## config.mk

```make
export PLATFORM = sky130hd
export DESIGN_NAME = kisel_top
export DESIGN_NICKNAME = d
export VERILOG_FILES = /design/src/hw/kisel_edge.v /design/src/hw/kisel_route.v /design/src/hw/kisel_top.v
export VERILOG_INCLUDE_DIRS = /design/src /design/src/shared
export SDC_FILE = /design/constraint.sdc
export NUM_CORES = 1
export LEC_CHECK = 0
export BUFFER_PORTS_ARGS = -buffer_cell sky130_fd_sc_hd__buf_2
export CELL_PAD_IN_SITES_DETAIL_PLACEMENT = 0
export CELL_PAD_IN_SITES_GLOBAL_PLACEMENT = 1
export CORE_AREA = 4 4 109 111
export DETAILED_ROUTE_END_ITERATION = 10
export DIE_AREA = 0 0 113 115
export PLACE_DENSITY_LB_ADDON = 0.1
export REMOVE_ABC_BUFFERS = 1
export SLEW_MARGIN = 20
export SYNTH_ARGS = -nofsm -noshare
export SYNTH_HDL_FRONTEND = slang
export SYNTH_SLANG_ARGS = --single-unit
```

## constraint.sdc

```tcl
create_clock -name aclk -period 4.2 [get_ports aclk]
set_clock_uncertainty 0.1 [all_clocks]
set_input_delay 0.84 -clock aclk [delete_from_list [all_inputs] [get_ports aclk]]
set_output_delay 0.84 -clock aclk [all_outputs]
set_load 0.01 [all_outputs]
```

## src/shared/kisel_defines.vh

```
// Purpose: constants for the key-input interrupt front end and vector-47 selector
// Assumes: AXI4-Lite byte addresses are four times the printed register index
// Notes: 50 MHz aclk
// Summary of operation
// - eight key pins large, four reduced
// - control bit 4 picks falling/rising edge
// - select bit 7 picks one/both edges
// - port bit 3 disables keys four-seven
// - port bit 7 disables keys zero-three
// - select bit 6 routes shared request source
// - interrupt 47 vector at offsets 188-191
`ifndef KISEL_DEFINES_VH
`define KISEL_DEFINES_VH
`define KISEL_IDX_KEY_CTRL 12'h04D
`define KISEL_IDX_SRC_SEL 12'h205
`define KISEL_IDX_PORT_CTRL 12'h366
`define KISEL_IDX_STATUS 12'h400
`define KISEL_IDX_MASK 12'h401
`define KISEL_IDX_RAW 12'h402
`define KISEL_BIT_POLARITY 4
`define KISEL_BIT_SRC_ROUTE 6
`define KISEL_BIT_BOTH_EDGE 7
`define KISEL_BIT_UPPER_DIS 3
`define KISEL_BIT_LOWER_DIS 7
`define KISEL_RST_KEY_CTRL 8'h00
`define KISEL_RST_SRC_SEL 8'h00
`define KISEL_RST_PORT_CTRL 8'h00
`define KISEL_VEC_NUM 8'h2F
`define KISEL_VEC_ADDR_LO 16'h00BC
`define KISEL_VEC_ADDR_HI 16'h00BF
`define KISEL_ST_KEY 0
`define KISEL_ST_SHARED 1
`define KISEL_RESP_OKAY 2'h0
`define KISEL_RESP_SLVERR 2'h2
`endif

```

## src/hw/kisel_edge.v

```verilog
// Purpose: one key pin edge detector
// Assumes: pin synchronous to aclk
// Notes: previous level reset high, keys idle high
module kisel_edge (
    // clock and reset
    input wire aclk,
    input wire aresetn,
    // pin and mode
    input wire pin,
    input wire enable,
    input wire rising,
    input wire both,
    // result
    output reg hit
);
    reg last_q;
    always @(posedge aclk) begin
        if (!aresetn) begin
            last_q <= 1'b1;
            hit <= 1'b0;
        end else begin
            last_q <= pin;
            if (!enable)
                hit <= 1'b0;
            else if (both)
                hit <= last_q ^ pin;
            else if (rising)
                hit <= ~last_q & pin;
            else
                hit <= last_q & ~pin;
        end
    end
endmodule

```

## src/hw/kisel_route.v

```verilog
// Purpose: shared vector-47 request selector
// Assumes: source requests are levels or pulses on aclk
// Notes: output registered, one cycle behind its source
module kisel_route (
    // clock and reset
    input wire aclk,
    input wire aresetn,
    // sources
    input wire route_rtc,
    input wire serial_req,
    input wire rtc_req,
    // result
    output reg shared_req
);
    always @(posedge aclk) begin
        if (!aresetn)
            shared_req <= 1'b0;
        else
            shared_req <= route_rtc ? rtc_req : serial_req;
    end
endmodule

```

## src/hw/kisel_top.v

```verilog
// Purpose: key-input interrupt front end with AXI4-Lite registers
// Assumes: key pins synchronous to aclk; one access of each kind at a time
// Notes: REDUCED=1 gives four keys and drops the polarity, both-edge and upper bits
`include "kisel_defines.vh"
module kisel_top #(
    parameter REDUCED = 0
) (
    // clock and reset
    input wire aclk,
    input wire aresetn,
    // axi write address
    input wire [13:0] s_axi_awaddr,
    input wire s_axi_awvalid,
    output wire s_axi_awready,
    // axi write data
    input wire [31:0] s_axi_wdata,
    input wire [3:0] s_axi_wstrb,
    input wire s_axi_wvalid,
    output wire s_axi_wready,
    // axi write response
    output reg [1:0] s_axi_bresp,
    output reg s_axi_bvalid,
    input wire s_axi_bready,
    // axi read address
    input wire [13:0] s_axi_araddr,
    input wire s_axi_arvalid,
    output wire s_axi_arready,
    // axi read data
    output reg [31:0] s_axi_rdata,
    output reg [1:0] s_axi_rresp,
    output reg s_axi_rvalid,
    input wire s_axi_rready,
    // key pins
    input wire [7:0] key_in,
    // shared request sources
    input wire serial_six_tx_req,
    input wire serial_six_not_acknowledge,
    input wire rtc_req,
    // interrupt requests to cpu
    output reg key_irq,
    output reg shared_irq,
    output wire [7:0] shared_vec_num,
    output wire [15:0] shared_vec_addr,
    output wire irq
);
    localparam NKEY = 8;

    reg [7:0] key_ctrl_q;
    reg [7:0] src_sel_q;
    reg [7:0] port_ctrl_q;
    reg [1:0] status_q;
    reg [1:0] mask_q;
    reg [13:0] awaddr_q;
    reg aw_full_q;
    reg [31:0] wdata_q;
    reg [3:0] wstrb_q;
    reg w_full_q;

    wire [7:0] hit;
    wire shared_raw;
    wire lower_en;
    wire upper_en;
    wire rising;
    wire both;
    wire key_event;
    wire do_write;
    wire [11:0] widx;
    wire [11:0] ridx;
    wire [1:0] wclr;

    // the reduced part has no polarity or both-edge bit: falling single edge only
    assign rising = (REDUCED == 0) ? key_ctrl_q[`KISEL_BIT_POLARITY] : 1'b0;
    assign both = (REDUCED == 0) ? src_sel_q[`KISEL_BIT_BOTH_EDGE] : 1'b0;
    assign lower_en = ~port_ctrl_q[`KISEL_BIT_LOWER_DIS];
    assign upper_en = (REDUCED == 0) ? ~port_ctrl_q[`KISEL_BIT_UPPER_DIS] : 1'b0;

    genvar g;
    generate
        for (g = 0; g < NKEY; g = g + 1) begin : g_key
            kisel_edge u_edge (
                .aclk(aclk),
                .aresetn(aresetn),
                .pin(key_in[g]),
                .enable((g < 4) ? lower_en : upper_en),
                .rising(rising),
                .both(both),
                .hit(hit[g])
            );
        end
    endgenerate

    kisel_route u_route (
        .aclk(aclk),
        .aresetn(aresetn),
        .route_rtc(src_sel_q[`KISEL_BIT_SRC_ROUTE]),
        .serial_req(serial_six_tx_req | serial_six_not_acknowledge),
        .rtc_req(rtc_req),
        .shared_req(shared_raw)
    );

    assign key_event = |hit;
    assign shared_vec_num = `KISEL_VEC_NUM;
    assign shared_vec_addr = `KISEL_VEC_ADDR_LO;

    always @(posedge aclk) begin
        if (!aresetn) begin
            key_irq <= 1'b0;
            shared_irq <= 1'b0;
        end else begin
            key_irq <= key_event;
            shared_irq <= shared_raw;
        end
    end

    // write channel: address and data accepted in either order
    assign s_axi_awready = ~aw_full_q & ~s_axi_bvalid;
    assign s_axi_wready = ~w_full_q & ~s_axi_bvalid;
    assign do_write = aw_full_q & w_full_q & ~s_axi_bvalid;
    assign widx = awaddr_q[13:2];
    assign wclr = (do_write && widx == `KISEL_IDX_STATUS && wstrb_q[0]) ? wdata_q[1:0] : 2'b00;

    always @(posedge aclk) begin
        if (!aresetn) begin
            aw_full_q <= 1'b0;
            w_full_q <= 1'b0;
            awaddr_q <= 14'h0000;
            wdata_q <= 32'h00000000;
            wstrb_q <= 4'h0;
            s_axi_bvalid <= 1'b0;
            s_axi_bresp <= `KISEL_RESP_OKAY;
            key_ctrl_q <= `KISEL_RST_KEY_CTRL;
            src_sel_q <= `KISEL_RST_SRC_SEL;
            port_ctrl_q <= `KISEL_RST_PORT_CTRL;
            mask_q <= 2'b00;
        end else begin
            if (s_axi_awvalid && s_axi_awready) begin
                awaddr_q <= s_axi_awaddr;
                aw_full_q <= 1'b1;
            end
            if (s_axi_wvalid && s_axi_wready) begin
                wdata_q <= s_axi_wdata;
                wstrb_q <= s_axi_wstrb;
                w_full_q <= 1'b1;
            end
            if (do_write) begin
                aw_full_q <= 1'b0;
                w_full_q <= 1'b0;
                s_axi_bvalid <= 1'b1;
                s_axi_bresp <= `KISEL_RESP_OKAY;
                case (widx)
                    `KISEL_IDX_KEY_CTRL: begin
                        if (wstrb_q[0])
                            key_ctrl_q <= wdata_q[7:0];
                    end
                    `KISEL_IDX_SRC_SEL: begin
                        if (wstrb_q[0])
                            src_sel_q <= wdata_q[7:0];
                    end
                    `KISEL_IDX_PORT_CTRL: begin
                        if (wstrb_q[0])
                            port_ctrl_q <= wdata_q[7:0];
                    end
                    `KISEL_IDX_MASK: begin
                        if (wstrb_q[0])
                            mask_q <= wdata_q[1:0];
                    end
                    `KISEL_IDX_STATUS: begin
                    end
                    `KISEL_IDX_RAW: begin
                    end
                    default: s_axi_bresp <= `KISEL_RESP_SLVERR;
                endcase
            end else if (s_axi_bvalid && s_axi_bready) begin
                s_axi_bvalid <= 1'b0;
            end
        end
    end

    // sticky status: a new event beats a same-cycle clear
    always @(posedge aclk) begin
        if (!aresetn)
            status_q <= 2'b00;
        else
            status_q <= (status_q & ~wclr) | {shared_raw, key_event};
    end

    assign irq = |(status_q & mask_q);

    // read channel, one read at a time
    assign s_axi_arready = ~s_axi_rvalid;
    assign ridx = s_axi_araddr[13:2];

    always @(posedge aclk) begin
        if (!aresetn) begin
            s_axi_rvalid <= 1'b0;
            s_axi_rdata <= 32'h00000000;
            s_axi_rresp <= `KISEL_RESP_OKAY;
        end else if (s_axi_arvalid && s_axi_arready) begin
            s_axi_rvalid <= 1'b1;
            s_axi_rresp <= `KISEL_RESP_OKAY;
            s_axi_rdata <= 32'h00000000;
            case (ridx)
                `KISEL_IDX_KEY_CTRL: s_axi_rdata[7:0] <= key_ctrl_q;
                `KISEL_IDX_SRC_SEL: s_axi_rdata[7:0] <= src_sel_q;
                `KISEL_IDX_PORT_CTRL: s_axi_rdata[7:0] <= port_ctrl_q;
                `KISEL_IDX_STATUS: s_axi_rdata[1:0] <= status_q;
                `KISEL_IDX_MASK: s_axi_rdata[1:0] <= mask_q;
                `KISEL_IDX_RAW: s_axi_rdata[1:0] <= {shared_irq, key_irq};
                default: s_axi_rresp <= `KISEL_RESP_SLVERR;
            endcase
        end else if (s_axi_rvalid && s_axi_rready) begin
            s_axi_rvalid <= 1'b0;
        end
    end
endmodule

```

==> run_results.csv <==
group,metric,value,unit
place,place_congestion,0.7499,
critical_path,path_max_fanout,9,
place,io_buffer_count,68,
logic_synthesis,syn_inst,453,
sta,min_period,2.533,ns
logic_synthesis,synth_top_family_by_area,"simple AND/OR/NAND/NOR gates",
floorplan,die_height,115,um
sta,grt_setup_unrepaired,"no",
sta,setup_tns,0,ns
clock_network,cts_tree,"yes",
critical_path,ff2ff_setup_slack,2.22,ns
logic_synthesis,syn_avg_cell_area,9.239,um^2
critical_path,end_kind,"flop",
routing,wire_per_inst,14.14,um
logic_synthesis,yosys.area.top_type,"dfxtp_1",
clock_network,root_buffer,"clkbuf_8",
place,hpwl,6815,um
critical_path,worstSetupPathType,"primary input to flop",
routing,vias,3151,
sta,tightest_slew,1.021,ns
sta,final-max-slew-violation-count,0,
critical_path,start_kind,"primary input",
logic_synthesis,synthAdderAreaFrac,0.04783,
clock_network,clk_pin_slew,0.08,ns
cells_and_area,synthToLayoutAreaGrowth,12.05,%
cells_and_area,final_cell_area,4690,um^2
power,leakagePower,2.080,nW
floorplan,initial_core_util,0.3878,
clock_network,h-tree-depth,3,
logic_synthesis,synth_cell_types,53,
logic_synthesis,synthesis.area,4185,um^2
worst_hold_path,min_path_type,"flop to flop",
global_routing,antenna_found_initial,0,
floorplan,core,10790,um^2
worst_hold_path,min_path_cells,2,
logic_synthesis,synth_most_common_cell,"dfxtp_1",
cells_and_area,layout.nets,613,
global_routing,grt_max_degree,28,
sta,setup_viol,0,
routing,via_per_inst,4.774,
routing,drt_iter0_drc,107,
global_routing,grt_pass1_vias,3023,
floorplan,rows,38,
outcome,status,"complete, no violations",
cells_and_area,diodes,0,
worst_hold_path,min_to,"shared_irq$_SDFF_PN0_",
worst_hold_path,min_from,"u_route.shared_req$_SDFF_PN0_",
critical_path,reg2reg_to,"port_ctrl_q[2]$_SDFFE_PN0P_",
cells_and_area,drive_gt1_frac,0.2115,
logic_synthesis,synth-seq-cells,82,
clock_network,post_cts_resized,0,
routing,dr.pass1.iters,4,
logic_synthesis,synth-simple-area-share,0.2045,
logic_synthesis,postSynth.asyncResetShare,0,
logic_synthesis,synth_compound_area_frac,0.1208,
floorplan,ioPinCount,150,
logic_synthesis,synth_mux_area_frac,0.09806,
logic_synthesis,ys_seq_area_frac,0.3922,
critical_path,rr_startpoint,"awaddr_q[9]$_SDFFE_PN0P_",
run,maxCapViolations,0,
power,total_power,1.770,mW
clock_network,clk_latency,0.36,ns
logic_synthesis,synth.area.top_cells,"dfxtp_1, mux2i_1, buf_4",
sta,hold_viol_final,0,
logic_synthesis,synth_xor_area_frac,0,
logic_synthesis,ys_top_cells_by_count,"dfxtp_1, buf_4, nor2_1, mux2i_1, nand2_1",
routing,drc_errors,0,
floorplan,dieWidth,113,um
logic_synthesis,synth_top_cell_area_share,0.3922,
clock_network,ctsHoldBuffers,0,
logic_synthesis,synth_edf_count,0,
global_routing,grt_first_pass_wirelength,15150,um
logic_synthesis,ys_warn_count,0,
clock_network,numCtsBuffers,9,
clock_network,cts_num_sinks,82,
floorplan,dieArea,13000,um^2
sta,period_share,0.6032,
sta,max_slew_margin,0.3162,
logic_synthesis,synth_ff_type,"dfxtp_1",
critical_path,worstRegToRegCells,5,
global_routing,grtUsageTotal,0.1464,
critical_path,crit_arrival,2.70,ns
clock_network,clockBufferDepth,2,
global_routing,overflow,0,
power,p_per_area,377.5,nW/um^2
power,ir_drop,0.1922,mV
place,place_area,4423,um^2
clock_network,post-cts-setup-buffers,0,
routing,drt_wl_total,9334,um
routing,ant_nets,0,
sta,fmax,0.3947,GHz
critical_path,cp.required,4.37,ns
==> stage by stage <==
| stage | std cells | hold WS, ns | setup WS (ns) | util |
|---|---|---|---|---|
| floorplan | 432 | 0.3264 | 1.724 | - |
| global placement | 644 | 0.3655 | 1.313 | 0.4098 |
| detailed placement | 644 | 0.3660 | 1.328 | 0.4098 |
| CTS | 660 | 0.3743 | 1.700 | 0.4345 |
| global route | 660 | 0.3861 | 1.571 | 0.4345 |
| finish | 660 | 0.3919 | 1.667 | 0.4345 |
==> placed cells by master, fill, tap and decap left out, types with 14 or more instances in the layout <==
cell type | synthesis | routed
dfxtp_1 | 82 | 82
buf_2 | 3 | 68
conb_1 | 2 | 50
nor2_1 | 48 | 48
mux2i_1 | 41 | 41
nand2_1 | 36 | 36
inv_1 | 18 | 18
a21oi_1 | 16 | 16
a211oi_1 | 16 | 16
ha_1 | 16 | 16
o21ai_0 | 15 | 15
nor2b_1 | 14 | 14
==> flip-flops by register name, summed over array words and instances (netlist names), 2 cells and up <==
register / flops
awaddr_q: 12
src_sel_q: 8
mask_q: 2
g_key.u_edge.hit: 8
key_ctrl_q: 8
s_axi_rdata: 8
port_ctrl_q: 8
status_q: 2
wdata_q: 8
g_key.u_edge.last_q: 8
==> final cells by class <==
cell class,count,area (um^2)
Clock buffer,11,141.4
Fill cell,1105,6103
Multi-Input combinational cell,331,2165
Timing Repair Buffer,72,370.4
Tap cell,140,175.2
Clock inverter,5,125.1
Sequential cell,82,1642
Inverter,19,71.32
==> worst max-delay path by stage <==
stage / start / to / slack (ns) / depth (start not counted)
detailed placement: s_axi_araddr[5] / s_axi_rdata[6]$_SDFFE_PN0P_ / 1.33 / 6
floorplan: aresetn / s_axi_bresp[1]$_SDFFE_PN0N_ / 1.72 / 2
global route: s_axi_araddr[11] / s_axi_rdata[6]$_SDFFE_PN0P_ / 1.57 / 6
finish: s_axi_araddr[5] / s_axi_rdata[6]$_SDFFE_PN0P_ / 1.67 / 6
CTS: s_axi_araddr[11] / s_axi_rdata[6]$_SDFFE_PN0P_ / 1.70 / 6
global placement: s_axi_araddr[11] / s_axi_rdata[6]$_SDFFE_PN0P_ / 1.31 / 6
==> worst max-delay path, stage by stage <==
cell and delay, ns:
buf_2 0.12, nor2b_1 0.50, and4_1 0.62, o211ai_4 0.18
and3_1 0.21, a311oi_2 0.22
==> power by group <==
| part | internal, mW | switching (mW) | leakage, nW | total, mW |
|---|---|---|---|---|
| Sequential | 0.809 | 0.0270 | 0.671 | 0.836 |
| Clock | 0.471 | 0.284 | 0.134 | 0.755 |
| Combinational | 0.0737 | 0.106 | 1.27 | 0.179 |
==> kinds of logic after synthesis <==
logic type                 after synthesis
buffers and inverters                   88
AOI/OAI and AO/OA                       68
muxes                                   41
adders and majority gates               16
and+or+nand+nor                        156
other                                    2
DFF                                     82
==> routing by layer <==
metal	vias to the layer above	GRT usage	wire length [um]
met5	-	0	0
li1	1597	-	-
met3	12	0.03737	685
met1	1426	0.2040	4568
met4	0	0.05128	123
met2	116	0.2204	3956
(Power assumes the default switching activity.)
